[config.mk]
export PLATFORM = sky130hd
export DESIGN_NAME = glv_regs
export DESIGN_NICKNAME = d
export VERILOG_FILES = /design/src/pkg/glv_pkg.sv /design/src/verilog/glv_regs.sv
export SDC_FILE = /design/constraint.sdc
export NUM_CORES = 1
export LEC_CHECK = 0
export BUFFER_PORTS_ARGS = -buffer_cell sky130_fd_sc_hd__clkbuf_2
export CAP_MARGIN = 20
export CORE_MARGIN = 2
export CORE_UTILIZATION = 30
export CTS_CLUSTER_DIAMETER = 60
export DETAILED_ROUTE_END_ITERATION = 7
export PLACE_DENSITY = 0.56
export SLEW_MARGIN = 15
export SYNTH_ARGS = -nofsm -noshare
export SYNTH_HDL_FRONTEND = slang
export SYNTH_SLANG_ARGS = --single-unit
[constraint.sdc]
create_clock -name clk -period 4 [get_ports clk]
set_input_delay 0.4 -clock clk [delete_from_list [all_inputs] [get_ports clk]]
set_output_delay 0.4 -clock clk [all_outputs]
set_load 0.03 [all_outputs]
[src/pkg/glv_pkg.sv]
// Operation
// (RULE1) Filter mode 00: loop and converter readback both use raw samples.
// (RULE2) Mode 01: raw loop input; filtered readback refreshed only when that register is read.
// (RULE3) Mode 10: raw loop, readback refreshed each loop tick; mode 11 filters both.
// (RULE4) Converter reference power bit resets high; clearing it powers the reference down.
// (RULE5) Three 2-bit fields order amp, mixer, filter steps; reset 2, 1, 3.
// (RULE6) Permit bit allows one extra lower front amplifier step.
// (RULE7) Prohibit bit keeps the loop out of its highest overall gain.
// (RULE8) Loop operation: 0 free run, 1 manual, 2 hold, 3 lock after preamble.
// (RULE9) Carrier offset readback is 8-bit two's complement, 1 kHz per unit.
// (RULE10) Band enable set: band taken from override register, else calibrated band.
// (RULE11) Bias enable set: bias DAC from override register, else calibrated bias.
// (RULE12) Four-bit field gives Q phase level control reference.
// (RULE13) Calibration setup 0xF skips calibration on transmit and receive entry.
// (RULE14) Calibration setup 0x1, the reset value, calibrates on every such entry.
// (RULE15) Three-bit word sets main crystal oscillator tuning capacitance.
// (RULE16) Manual mode applies the mode register gain fields directly, status encodings.
// (RULE17) Gain status always shows the applied amp, mixer and filter steps.
// (RULE18) Free run raises gain below low limit, lowers above high limit.
package glv_pkg;
	localparam logic [9:0] ADDR_ADC_FILTER = 10'h35a;
	localparam logic [9:0] ADDR_LOOP_CFG = 10'h35c;
	localparam logic [9:0] ADDR_LOOP_MODE = 10'h35d;
	localparam logic [9:0] ADDR_LOW_LIMIT = 10'h35e;
	localparam logic [9:0] ADDR_HIGH_LIMIT = 10'h35f;
	localparam logic [9:0] ADDR_GAIN_STATUS = 10'h360;
	localparam logic [9:0] ADDR_OFFSET_RB = 10'h372;
	localparam logic [9:0] ADDR_ADC_RB = 10'h3f0;
	localparam logic [9:0] ADDR_BAND_OVR = 10'h3cb;
	localparam logic [9:0] ADDR_BIAS_OVR = 10'h3cc;
	localparam logic [9:0] ADDR_OVR_EN = 10'h3cd;
	localparam logic [9:0] ADDR_CAL_SETUP = 10'h3d0;
	localparam logic [9:0] ADDR_XTAL = 10'h3d2;

	localparam logic [7:0] RST_ADC_FILTER = 8'h11;
	localparam logic [7:0] RST_LOOP_CFG = 8'h9c;
	localparam logic [7:0] RST_LOOP_MODE = 8'h00;
	localparam logic [7:0] RST_LOW_LIMIT = 8'h37;
	localparam logic [7:0] RST_HIGH_LIMIT = 8'h69;
	localparam logic [7:0] RST_ZERO = 8'h00;
	localparam logic [7:0] RST_CAL_SETUP = 8'h01;

	localparam int FILT_MODE_LSB = 5;
	localparam int REF_PWR_BIT = 4;
	localparam int FA_ORDER_LSB = 6;
	localparam int MX_ORDER_LSB = 4;
	localparam int FL_ORDER_LSB = 2;
	localparam int XLOW_PERMIT_BIT = 1;
	localparam int MAX_PROHIBIT_BIT = 0;
	localparam int OPER_LSB = 5;
	localparam int FA_MAN_LSB = 3;
	localparam int MX_MAN_BIT = 2;
	localparam int FL_MAN_LSB = 0;
	localparam int BIAS_EN_BIT = 1;
	localparam int BAND_EN_BIT = 0;
	localparam int QREF_LSB = 2;
	localparam int CAL_LSB = 0;
	localparam int XTAL_LSB = 3;
	localparam int FILT_SHIFT = 2;

	localparam logic [1:0] FMODE_NONE = 2'h0;
	localparam logic [1:0] FMODE_ON_READ = 2'h1;
	localparam logic [1:0] FMODE_ON_TICK = 2'h2;
	localparam logic [1:0] FMODE_BOTH = 2'h3;
	localparam logic [3:0] CAL_BYPASS = 4'hf;

	localparam logic [1:0] FA_MAX = 2'h2;
	localparam logic [1:0] FL_MAX = 2'h2;

	localparam int CLK_HZ = 10000000;
	localparam int LOOP_TICK_HZ = 40625;
	localparam int LOOP_TICK_CYCLES = CLK_HZ / LOOP_TICK_HZ;

	typedef enum logic [1:0] {GLV_FREE, GLV_MANUAL, GLV_HOLD, GLV_LOCK} glv_oper_e;
endpackage

[src/verilog/glv_regs.sv]
`timescale 1ns/1ps
`default_nettype none
module glv_regs
	import glv_pkg::*;
#(
	parameter int TICK_CYCLES = LOOP_TICK_CYCLES
)
(
	// Clock and reset
	input wire logic clk,
	input wire logic arst_n,
	// Register port
	input wire logic [9:0] reg_addr,
	input wire logic [7:0] reg_wdata,
	input wire logic reg_wr,
	input wire logic reg_rd,
	output logic [7:0] reg_rdata,
	// Converter and receive path
	input wire logic [7:0] adc_sample,
	input wire logic preamble_detect,
	input wire logic [7:0] carrier_offset_in,
	output logic converter_reference_power,
	output logic [1:0] front_amp_step,
	output logic front_amp_extra_low,
	output logic mixer_step,
	output logic [1:0] filter_step,
	// Oscillator
	input wire logic [7:0] cal_band,
	input wire logic [7:0] cal_bias,
	input wire logic enter_tx_rx,
	output logic [7:0] osc_band,
	output logic [7:0] osc_bias,
	output logic [3:0] osc_q_phase_level_ref,
	output logic osc_cal_start,
	output logic [2:0] crystal_trim_word
);
	logic [7:0] adc_cfg_q;
	logic [7:0] loop_cfg_q;
	logic [7:0] loop_mode_q;
	logic [7:0] low_limit_q;
	logic [7:0] high_limit_q;
	logic [7:0] band_ovr_q;
	logic [7:0] bias_ovr_q;
	logic [7:0] ovr_en_q;
	logic [7:0] cal_setup_q;
	logic [7:0] xtal_q;
	logic [7:0] offset_rb_q;
	logic [7:0] adc_rb_q;
	logic [7:0] adc_meta_q;
	logic [7:0] adc_sync_q;
	logic [7:0] filt_q;
	logic [7:0] filt_d;
	logic [15:0] tick_cnt_q;
	logic tick;
	logic [1:0] fa_q;
	logic mx_q;
	logic [1:0] fl_q;
	logic xlow_q;
	logic locked_q;
	logic [1:0] fmode;
	glv_oper_e oper;
	logic [7:0] loop_in;
	logic [2:0] at_max;
	logic [2:0] at_min;
	logic [2:0] up_pick;
	logic [2:0] dn_pick;
	logic raise;
	logic lower;
	logic would_max;

	// Pick the stage whose order value is lowest (up) or highest (down) among movable ones
	function automatic logic [2:0] stage_pick(input logic [7:0] cfg, input logic [2:0] movable,
			input logic up);
		logic [2:0] pick;
		logic [1:0] ord [3];
		pick = 3'b000;
		ord[2] = cfg[FA_ORDER_LSB +: 2];
		ord[1] = cfg[MX_ORDER_LSB +: 2];
		ord[0] = cfg[FL_ORDER_LSB +: 2];
		for (int p = 0; p < 4; p++)
		begin
			for (int s = 2; s >= 0; s--)
			begin
				if (pick == 3'b000 && movable[s] && ord[s] == (up ? 2'(p) : 2'(3 - p)))
				begin
					pick[s] = 1'b1;
				end
			end
		end
		return pick;
	endfunction

	function automatic logic hit(input logic [9:0] a, input logic [9:0] target);
		return a == target;
	endfunction

	assign fmode = adc_cfg_q[FILT_MODE_LSB +: 2];
	assign oper = glv_oper_e'(loop_mode_q[OPER_LSB +: 2]);

	// Write side of the configuration registers
	always_ff @(posedge clk or negedge arst_n)
	begin
		if (!arst_n)
		begin
			adc_cfg_q <= RST_ADC_FILTER;
			loop_cfg_q <= RST_LOOP_CFG; // RULE5
			loop_mode_q <= RST_LOOP_MODE;
			low_limit_q <= RST_LOW_LIMIT;
			high_limit_q <= RST_HIGH_LIMIT;
			band_ovr_q <= RST_ZERO;
			bias_ovr_q <= RST_ZERO;
			ovr_en_q <= RST_ZERO;
			cal_setup_q <= RST_CAL_SETUP; // RULE14
			xtal_q <= RST_ZERO;
		end
		else if (reg_wr)
		begin
			if (hit(reg_addr, ADDR_ADC_FILTER))
				adc_cfg_q <= reg_wdata;
			if (hit(reg_addr, ADDR_LOOP_CFG))
				loop_cfg_q <= reg_wdata;
			if (hit(reg_addr, ADDR_LOOP_MODE))
				loop_mode_q <= reg_wdata;
			if (hit(reg_addr, ADDR_LOW_LIMIT))
				low_limit_q <= reg_wdata;
			if (hit(reg_addr, ADDR_HIGH_LIMIT))
				high_limit_q <= reg_wdata;
			if (hit(reg_addr, ADDR_BAND_OVR))
				band_ovr_q <= reg_wdata;
			if (hit(reg_addr, ADDR_BIAS_OVR))
				bias_ovr_q <= reg_wdata;
			if (hit(reg_addr, ADDR_OVR_EN))
				ovr_en_q <= reg_wdata;
			if (hit(reg_addr, ADDR_CAL_SETUP))
				cal_setup_q <= reg_wdata;
			if (hit(reg_addr, ADDR_XTAL))
				xtal_q <= reg_wdata;
		end
	end

	// Read port, data valid only in the cycle after the strobe
	always_ff @(posedge clk or negedge arst_n)
	begin
		if (!arst_n)
		begin
			reg_rdata <= RST_ZERO;
		end
		else if (reg_rd)
		begin
			unique case (reg_addr)
				ADDR_ADC_FILTER: reg_rdata <= adc_cfg_q;
				ADDR_LOOP_CFG: reg_rdata <= loop_cfg_q;
				ADDR_LOOP_MODE: reg_rdata <= loop_mode_q;
				ADDR_LOW_LIMIT: reg_rdata <= low_limit_q;
				ADDR_HIGH_LIMIT: reg_rdata <= high_limit_q;
				ADDR_GAIN_STATUS: reg_rdata <= {3'b000, fa_q, mx_q, fl_q}; // RULE17
				ADDR_OFFSET_RB: reg_rdata <= offset_rb_q; // RULE9
				// Mode 01 returns the filter value taken by this very read
				ADDR_ADC_RB: reg_rdata <= (fmode == FMODE_ON_READ) ? filt_q : adc_rb_q; // RULE2
				ADDR_BAND_OVR: reg_rdata <= band_ovr_q;
				ADDR_BIAS_OVR: reg_rdata <= bias_ovr_q;
				ADDR_OVR_EN: reg_rdata <= ovr_en_q;
				ADDR_CAL_SETUP: reg_rdata <= cal_setup_q;
				ADDR_XTAL: reg_rdata <= xtal_q;
				default: reg_rdata <= RST_ZERO;
			endcase
		end
		else
		begin
			reg_rdata <= RST_ZERO;
		end
	end

	// Converter word comes from the analogue side
	always_ff @(posedge clk or negedge arst_n)
	begin
		if (!arst_n)
		begin
			adc_meta_q <= RST_ZERO;
			adc_sync_q <= RST_ZERO;
		end
		else
		begin
			adc_meta_q <= adc_sample;
			adc_sync_q <= adc_meta_q;
		end
	end

	// Loop tick divider
	always_ff @(posedge clk or negedge arst_n)
	begin
		if (!arst_n)
			tick_cnt_q <= 16'h0000;
		else if (tick)
			tick_cnt_q <= 16'h0000;
		else
			tick_cnt_q <= tick_cnt_q + 16'h0001;
	end
	assign tick = tick_cnt_q == 16'(TICK_CYCLES - 1);

	// First-order smoothing; quarter step trades settling speed for noise
	always_comb
	begin
		logic [9:0] diff;
		diff = {2'b00, adc_sync_q} - {2'b00, filt_q};
		filt_d = 8'({2'b00, filt_q} + 10'($signed(diff) >>> FILT_SHIFT));
	end

	always_ff @(posedge clk or negedge arst_n)
	begin
		if (!arst_n)
			filt_q <= RST_ZERO;
		else if (tick)
			filt_q <= filt_d;
	end

	// Stored converter readback
	always_ff @(posedge clk or negedge arst_n)
	begin
		if (!arst_n)
		begin
			adc_rb_q <= RST_ZERO;
		end
		else
		begin
			unique case (fmode)
				FMODE_NONE: adc_rb_q <= adc_sync_q; // RULE1
				FMODE_ON_READ:
				begin
					if (reg_rd && hit(reg_addr, ADDR_ADC_RB))
						adc_rb_q <= filt_q; // RULE2
				end
				FMODE_ON_TICK:
				begin
					if (tick)
						adc_rb_q <= filt_d; // RULE3
				end
				FMODE_BOTH: adc_rb_q <= filt_q; // RULE3
			endcase
		end
	end

	assign loop_in = (fmode == FMODE_BOTH) ? filt_q : adc_sync_q; // RULE1 RULE3

	// Gain stepping decision
	assign at_max = {fa_q == FA_MAX, mx_q, fl_q == FL_MAX};
	assign at_min = {fa_q == 2'h0, !mx_q, fl_q == 2'h0};
	assign up_pick = stage_pick(loop_cfg_q, ~at_max, 1'b1); // RULE5
	assign dn_pick = stage_pick(loop_cfg_q, ~at_min, 1'b0); // RULE5
	// Only the last movable stage, one step short of its top, can complete all-max
	assign would_max = !xlow_q && ((~at_max) == up_pick) && (up_pick != 3'b000)
		&& (up_pick[1] || (up_pick[2] && fa_q == FA_MAX - 2'h1)
		|| (up_pick[0] && fl_q == FL_MAX - 2'h1));
	assign raise = loop_in < low_limit_q
		&& !(loop_cfg_q[MAX_PROHIBIT_BIT] && would_max); // RULE18 RULE7
	assign lower = loop_in > high_limit_q; // RULE18

	// Preamble lock, released when leaving lock mode
	always_ff @(posedge clk or negedge arst_n)
	begin
		if (!arst_n)
			locked_q <= 1'b0;
		else if (oper != GLV_LOCK)
			locked_q <= 1'b0;
		else if (preamble_detect)
			locked_q <= 1'b1; // RULE8
	end

	// Applied gain steps
	always_ff @(posedge clk or negedge arst_n)
	begin
		if (!arst_n)
		begin
			fa_q <= 2'h0;
			mx_q <= 1'b0;
			fl_q <= 2'h0;
			xlow_q <= 1'b0;
		end
		else if (oper == GLV_MANUAL)
		begin
			fa_q <= loop_mode_q[FA_MAN_LSB +: 2]; // RULE16
			mx_q <= loop_mode_q[MX_MAN_BIT]; // RULE16
			fl_q <= loop_mode_q[FL_MAN_LSB +: 2]; // RULE16
			xlow_q <= 1'b0;
		end
		else if (tick && (oper == GLV_FREE || (oper == GLV_LOCK && !locked_q))) // RULE8
		begin
			if (raise)
			begin
				if (xlow_q)
					xlow_q <= 1'b0;
				else if (up_pick[2])
					fa_q <= fa_q + 2'h1;
				else if (up_pick[1])
					mx_q <= 1'b1;
				else if (up_pick[0])
					fl_q <= fl_q + 2'h1;
			end
			else if (lower)
			begin
				if (dn_pick[2])
					fa_q <= fa_q - 2'h1;
				else if (dn_pick[1])
					mx_q <= 1'b0;
				else if (dn_pick[0])
					fl_q <= fl_q - 2'h1;
				else if (loop_cfg_q[XLOW_PERMIT_BIT])
					xlow_q <= 1'b1; // RULE6
			end
		end
		else if (!loop_cfg_q[XLOW_PERMIT_BIT])
		begin
			xlow_q <= 1'b0; // RULE6
		end
	end

	assign front_amp_step = fa_q; // RULE17
	assign mixer_step = mx_q;
	assign filter_step = fl_q;
	assign front_amp_extra_low = xlow_q;
	assign converter_reference_power = adc_cfg_q[REF_PWR_BIT]; // RULE4
	assign osc_q_phase_level_ref = ovr_en_q[QREF_LSB +: 4]; // RULE12
	assign crystal_trim_word = xtal_q[XTAL_LSB +: 3]; // RULE15

	// Carrier offset sample, passed through unchanged as signed kHz
	always_ff @(posedge clk or negedge arst_n)
	begin
		if (!arst_n)
			offset_rb_q <= RST_ZERO;
		else
			offset_rb_q <= carrier_offset_in; // RULE9
	end

	// Oscillator band and bias selection
	always_ff @(posedge clk or negedge arst_n)
	begin
		if (!arst_n)
		begin
			osc_band <= RST_ZERO;
			osc_bias <= RST_ZERO;
		end
		else
		begin
			osc_band <= ovr_en_q[BAND_EN_BIT] ? band_ovr_q : cal_band; // RULE10
			osc_bias <= ovr_en_q[BIAS_EN_BIT] ? bias_ovr_q : cal_bias; // RULE11
		end
	end

	// Calibration request on transmit or receive entry
	always_ff @(posedge clk or negedge arst_n)
	begin
		if (!arst_n)
			osc_cal_start <= 1'b0;
		else
			osc_cal_start <= enter_tx_rx && (cal_setup_q[CAL_LSB +: 4] != CAL_BYPASS); // RULE13 RULE14
	end
endmodule
`default_nettype wire
# Word-level counts from Yosys, hierarchy flattened

Index checks and enable logic that the tools add are counted.

Bits in registers: 168
Bits of input ports: 56
Logic and storage cells: 274

$lt $le $gt $ge: 2
Multiplexer cells: 72
Reductions and logical operators: 113
Equal/unequal tests: 51
Bitwise operators: 4
$add $sub $neg: 7

Operator list:

| operator                | count |
|---|---|
| $eq A10 B10 Y1 const B  | 13 |
| $pmux W8 S13            | 1 |
| $logic_and A1 B1 Y1     | 57 |
| $mux W8                 | 7 |
| $logic_not A3 Y1        | 18 |
| $mux W1                 | 44 |
| $mux W2                 | 18 |
| $pmux W8 S4             | 1 |
| $ne A4 B4 Y1 const B    | 6 |
| $eq A2 B2 Y1 const B    | 11 |
| $reduce_and A2 Y1       | 11 |
| $logic_not A2 Y1        | 9 |
| $ne A3 B2 Y1 const B    | 6 |
| $add A16 B1 Y16 const B | 1 |
| $eq A16 B8 Y1 const B   | 1 |
| $mux W16                | 1 |
| $reduce_bool A3 Y1      | 5 |
| $eq A2 B1 Y1 const B    | 7 |
| $ne A3 B1 Y1 const B    | 3 |
| $reduce_and A9 Y1       | 1 |
| $sub A8 B8 Y9           | 1 |
| $add A8 B7 Y8           | 1 |
| $gt A8 B8 Y1            | 1 |
| $lt A8 B8 Y1            | 1 |
| 13 further kinds        | 24 |

# Depth between registers and ports, before layout

Word-level depth: 58
Depth in mapped cells: 17
Depth with buffers taken out: 17

# Worst setup path after synthesis

OpenSTA, ideal clock, no wires.

Kind: reg2reg
Start: register fl_q[0] (netlist: filter_step[0])
End: register fa_q[0] (netlist: front_amp_step[0])
Stages on the path, launching flop included: 12
Data required time: 3.875 ns
Arrival time: 3.014 ns
Library setup time: 0.125 ns
Clock period less this slack: 3.139 ns
Slack: 0.861 ns
Cells stage by stage: dfrtp_1 -> inv_1 -> ha_1 -> or3b_4 -> nor2_2 -> a22oi_1 -> a311o_1 -> o221a_2 -> a2111oi_4 -> a32oi_2 -> xnor2_1 -> mux2_2

Longest elaborated chain between the ends: 51
Elaborated cells between the ends (all ways): 95
Classes of those cells: eq/ne (5); mux (21); bitwise (2); reduce/logical (67)

RTL lines:

| item                             | line                             | text |
|---|---|---|
| start: declaration               | glv_regs.sv:57                   | `logic [1:0] fl_q;` |
| start signal: assignment         | glv_regs.sv:283                  | `fl_q <= loop_mode_q[FL_MAN_LSB +: 2];` |
| start signal: assignment         | glv_regs.sv:297                  | `fl_q <= fl_q + 2'h1;` |
| start signal: assignment         | glv_regs.sv:306                  | `fl_q <= fl_q - 2'h1;` |
| $eq A2 B2 Y1                     | glv_regs.sv:246                  | `assign at_max = {fa_q == FA_MAX, mx_q, fl_q == FL_MAX};` |
| $not A3 Y3                       | glv_regs.sv:248, glv_regs.sv:251 |  |
| $logic_and A1 B1 Y1 (2 in a row) | glv_regs.sv:84                   | `if (pick == 3'b000 && movable[s] && ord[s] == (up ? 2'(p) : 2'(3 - p)))` |
| $mux W1                          | glv_regs.sv:84                   |  |
| $logic_not A3 Y1                 | glv_regs.sv:84                   |  |
| $logic_and A1 B1 Y1 (2 in a row) | glv_regs.sv:84                   |  |
| $mux W1                          | glv_regs.sv:84                   |  |
| $logic_not A3 Y1                 | glv_regs.sv:84                   |  |
| [... 32 more ...]                | n/a                              |  |
| $logic_and A1 B1 Y1 (2 in a row) | glv_regs.sv:251                  | `assign would_max = !xlow_q && ((~at_max) == up_pick) && (up_pick != 3'b000)` |
| $logic_and A1 B1 Y1              | glv_regs.sv:252                  | `&& (up_pick[1] \|\| (up_pick[2] && fa_q == FA_MAX - 2'h1)` |
| $logic_and A1 B1 Y1              | glv_regs.sv:255                  | `&& !(loop_cfg_q[MAX_PROHIBIT_BIT] && would_max);` |
| $logic_not A1 Y1                 | glv_regs.sv:255                  |  |
| $logic_and A1 B1 Y1              | glv_regs.sv:255                  |  |
| $mux W2                          | glv_regs.sv:288                  | `if (raise)` |
| $mux W2                          | glv_regs.sv:286                  | `else if (tick && (oper == GLV_FREE \|\| (oper == GLV_LOCK && !locked_q)))` |
| $mux W2                          | glv_regs.sv:279                  | `else if (oper == GLV_MANUAL)` |
| end signal: assignment           | glv_regs.sv:281                  | `fa_q <= loop_mode_q[FA_MAN_LSB +: 2];` |
| end signal: assignment           | glv_regs.sv:293                  | `fa_q <= fa_q + 2'h1;` |
| end signal: assignment           | glv_regs.sv:302                  | `fa_q <= fa_q - 2'h1;` |
| end: declaration                 | glv_regs.sv:55                   | `logic [1:0] fa_q;` |

Parallel ways exist; a longest one is shown, timed or not. The select of a mux whose other input is x is not followed.
A chain may end at the register's enable or synchronous reset.

# Final worst setup path

Start: register filt_q[1]
End: register adc_rb_q[7]

Longest elaborated chain between the ends: 4

RTL lines:

| item                     | line            | text |
|---|---|---|
| start: declaration       | glv_regs.sv:51  | `logic [7:0] filt_q;` |
| start signal: assignment | glv_regs.sv:214 | `filt_q <= filt_d;` |
| $sub A8 B8 Y9            | glv_regs.sv:205 | `diff = {2'b00, adc_sync_q} - {2'b00, filt_q};` |
| $add A8 B7 Y8 *          | glv_regs.sv:206 | `filt_d = 8'({2'b00, filt_q} + 10'($signed(diff) >>> FILT_SHIFT));` |
| $mux W8 *                | glv_regs.sv:235 | `if (tick)` |
| $pmux W8 S4 *            | glv_regs.sv:226 | `unique case (fmode)` |
| end signal: assignment   | glv_regs.sv:227 | `FMODE_NONE: adc_rb_q <= adc_sync_q;` |
| end signal: assignment   | glv_regs.sv:236 | `adc_rb_q <= filt_d;` |
| end signal: assignment   | glv_regs.sv:238 | `FMODE_BOTH: adc_rb_q <= filt_q;` |
| end: declaration         | glv_regs.sv:48  | `logic [7:0] adc_rb_q;` |

Every way passes the cells marked *; elsewhere a longest branch is shown, timed or not. The select of a mux whose other input is x is not followed.

==> impl_metrics.tcl <==
set metrics [dict create \
    grt.total_usage_pct 16.6 \
    cts_htree_levels 4 \
    run_status "finished clean" \
    final_hold_viols 0 \
    worst-path-max-fanout 5 \
    synth_cell_types 67 \
    num_antenna_cells 0 \
    maxCapViolations 0 \
    grt_max_degree 96 \
    synthesis.nets 899 \
    ys_seq_area_share_pct 48.3 \
    synth_flop_cell "sky130_fd_sc_hd__dfrtp_1" \
    synth_top_cell_by_area "sky130_fd_sc_hd__dfrtp_1" \
    cts_hold_buffers 0 \
    tritoncts "yes" \
    placementRows 62 \
    postSynthRegisterBits 168 \
    floorplan.die.width_um 175 \
    endpoint_kind "register" \
    synth.top_cell.area_share_pct 43.5 \
    utilization_pct 35.8 \
    p_per_area_nw_per_um2 373 \
    tightest_slew_ns 0.991 \
    cp_slowest_stage_delay_ns 0.44 \
    grt_first_pass_wirelength_um 39100 \
    critical_path.cell_chain "inv_1 -> ha_1 -> a21oi_1 -> o21bai_1 -> a21oi_1 -> o21bai_1 -> a21oi_1 -> nor2b_1 -> nor2_1 -> xnor2_1 -> ha_1 -> nand2_1 -> o21ai_0 -> xnor2_1 -> xnor2_1 -> o21ai_0" \
    setup.worst_path.class "register to register" \
    synthesis.area_per_instance_um2 10.9 \
    critPathBufInv 1 \
    setup_tns_ns 0 \
    place.port_buffers 94 \
    synthesis.area_um2 8750 \
    cts.clk_slew.worst_paths_ns 0.07 \
    viasPerCell 5.15 \
    route.detailed.wl_per_inst_um 18.8 \
    num_vias 6679 \
    gp_congestion 0.874 \
    design.final.nets 995 \
    setup_viol 0 \
    route.antenna.remaining_nets 0 \
    first_global_vias 6842 \
    min_period_over_period_pct 81.6 \
    asyncSetResetFlopFracSynth_pct 100 \
    timing.critical_path.slowest_stage_cell "sky130_fd_sc_hd__dfrtp_1" \
    finalHoldWorstSlack_ns 0.0739 \
    cpLargestDelayFamily "compound AO/OA/AOI/OAI gates" \
    die_height_um 175 \
    ir_worst_vdd_v 0.000286 \
    synth_area_leaders "sky130_fd_sc_hd__dfrtp_1, sky130_fd_sc_hd__mux2_2, sky130_fd_sc_hd__ha_1, sky130_fd_sc_hd__dfstp_2, sky130_fd_sc_hd__nand2_1" \
    maxSlewViolCount 0 \
    drc 0 \
    gr-total-overflow 0 \
    endpoint_required_time_on_the_critical_path_ns 4.29 \
    place.detailed.hpwl_um 18300 \
    holdCritPathClass "input port to asynchronous set/reset pin" \
    post_cts.resized_instances 0 \
    postSynthCellCount 805 \
    critPathArrivalTime_ns 3.56 \
    io_pins 95 \
    initial_core_util_pct 30.5 \
    finalWirelength_um 24400 \
    cts.sinks 168 \
    synth_edf_count 0 \
    setup.worst_path.start_class "register" \
    final_layout_size_suffix_gt1_share_pct 30.2 \
    grt_antenna_before_repair 0 \
    root_buffer "sky130_fd_sc_hd__clkbuf_16" \
    timing.clock.skew_ns 0.00972 \
    remaining_max_slew_budget_at_the_tightest_pin_pct 33.5 \
    cellLeakagePower_nw 4.63 \
    rsz0062_at_grt "false" \
    finalCriticalPeriod_ns 3.26 \
    drc_violation_total_after_the_first_tritonroute_iteration 441 \
    synth.yosys.warnings 0 \
    clk_path_buf_depth 2 \
    post_cts_buffers 0 \
    cts_buffers 17 \
    core_um2 28700 \
    drt_first_pass_iters 7 \
    worstSkewPairLatency_ns 0.43 \
    area_growth_pct 17.3 \
    die-area_um2 30500 \
    fmax_mhz 307 \
]
routing by layer:
metal	GRT usage (%)	up-vias	share of wire [%]	routed length, um
met3	2.83	36	4.2	1010
met2	26.4	161	47	11500
li1	-	3116	-	-
met5	0	-	0	0
met1	22.6	3366	46	11200
met4	6.60	0	2.8	685
per-stage QoR:
step / instances / total power [W] / worst slack [ns] / instance area (um2)
final: 1298 / 0.00382 / 0.737 / 10300
after global routing: 1298 / 0.00398 / 0.344 / 10300
after CTS: 1298 / 0.00386 / 0.692 / 10300
after detailed placement: 1266 / 0.00220 / 0.704 / 9680
after global placement: 1266 / 0.00220 / 0.823 / 9680
after floorplan: 805 / 0.00205 / 0.861 / 8750
cells in the final DEF, fill, tap and decap left out, types with 9 or more instances in the layout:
cell,netlist,final
sky130_fd_sc_hd__clkbuf_16,0,17
sky130_fd_sc_hd__nand3_1,14,14
sky130_fd_sc_hd__dfstp_2,16,16
sky130_fd_sc_hd__inv_1,40,40
sky130_fd_sc_hd__a31oi_1,10,10
sky130_fd_sc_hd__nand2_1,77,77
sky130_fd_sc_hd__nand2b_1,10,10
sky130_fd_sc_hd__xnor2_1,21,21
sky130_fd_sc_hd__dfrtp_1,152,152
sky130_fd_sc_hd__ha_1,37,37
sky130_fd_sc_hd__a21oi_1,34,34
sky130_fd_sc_hd__nor2_1,47,47
sky130_fd_sc_hd__mux2_2,100,100
sky130_fd_sc_hd__buf_4,10,20
sky130_fd_sc_hd__and3_1,13,13
sky130_fd_sc_hd__nor3_1,13,13
sky130_fd_sc_hd__clkbuf_2,0,93
sky130_fd_sc_hd__a22oi_1,12,12
sky130_fd_sc_hd__mux2i_1,9,9
sky130_fd_sc_hd__a221oi_1,16,16
sky130_fd_sc_hd__o21ai_0,31,31
cell families after synthesis:
logic type | share of synthesized area [%]
fa+ha+maj | 5.52
buf+inv | 3.75
xor+xnor | 2.90
flops | 48.3
compound gates | 13.7
simple gates | 12.0
mux | 13.9
report_power, final:
group / internal [W] / switching (W) / leakage, nW
Combinational: 0.000141 / 0.000240 / 2.19
Clock: 0.000911 / 0.000744 / 0.285
Sequential: 0.00174 / 0.0000459 / 2.16
registers in the layout (all words and copies together), names as in the netlist, 2 cells and up:
| signal | flops |
|---|---|
| high_limit_q | 8 |
| loop_mode_q | 8 |
| band_ovr_q | 8 |
| adc_rb_q | 8 |
| osc_bias | 8 |
| filter_step | 2 |
| loop_cfg_q | 8 |
| offset_rb_q | 8 |
| ovr_en_q | 8 |
| tick_cnt_q | 16 |
| bias_ovr_q | 8 |
| adc_cfg_q | 8 |
| xtal_q | 8 |
| reg_rdata | 8 |
| filt_q | 8 |
| front_amp_step | 2 |
| adc_meta_q | 8 |
| osc_band | 8 |
| low_limit_q | 8 |
| adc_sync_q | 8 |
| cal_setup_q | 8 |
synth_stat cells, types with 12 or more instances:
library cell / instances
sky130_fd_sc_hd__a22oi_1: 12
sky130_fd_sc_hd__dfrtp_1: 152
sky130_fd_sc_hd__dfstp_2: 16
sky130_fd_sc_hd__xnor2_1: 21
sky130_fd_sc_hd__ha_1: 37
sky130_fd_sc_hd__nor2_1: 47
sky130_fd_sc_hd__a21oi_1: 34
sky130_fd_sc_hd__clkbuf_1: 16
sky130_fd_sc_hd__a221oi_1: 16
sky130_fd_sc_hd__nand2_1: 77
sky130_fd_sc_hd__nor3_1: 13
sky130_fd_sc_hd__inv_1: 40
sky130_fd_sc_hd__o21ai_0: 31
sky130_fd_sc_hd__and3_1: 13
sky130_fd_sc_hd__nand3_1: 14
sky130_fd_sc_hd__mux2_2: 100
final cells by class:
type,instances,area (um2)
Tap cell,384,480
Sequential cell,168,4220
Fill cell,2952,18400
Clock inverter,13,134
Multi-Input combinational cell,560,4200
Timing Repair Buffer,114,627
Clock buffer,19,453
Inverter,40,150
final timing paths:
kind                                       end  slack (ns)            startpoint  cells after the start
worst max-delay path               adc_rb_q[7]        0.74             filt_q[1]                     16
min in group clk                offset_rb_q[2]        0.07  carrier_offset_in[2]                      1
worst min register to register   adc_sync_q[7]        0.35         adc_meta_q[7]                      0
worst min-delay path            tick_cnt_q[11]        0.07                arst_n                      1
max in group asynchronous       cal_setup_q[0]        2.98                arst_n                      2
worst max register to register     adc_rb_q[7]        0.74             filt_q[1]                     16
(Power assumes the default switching activity.)
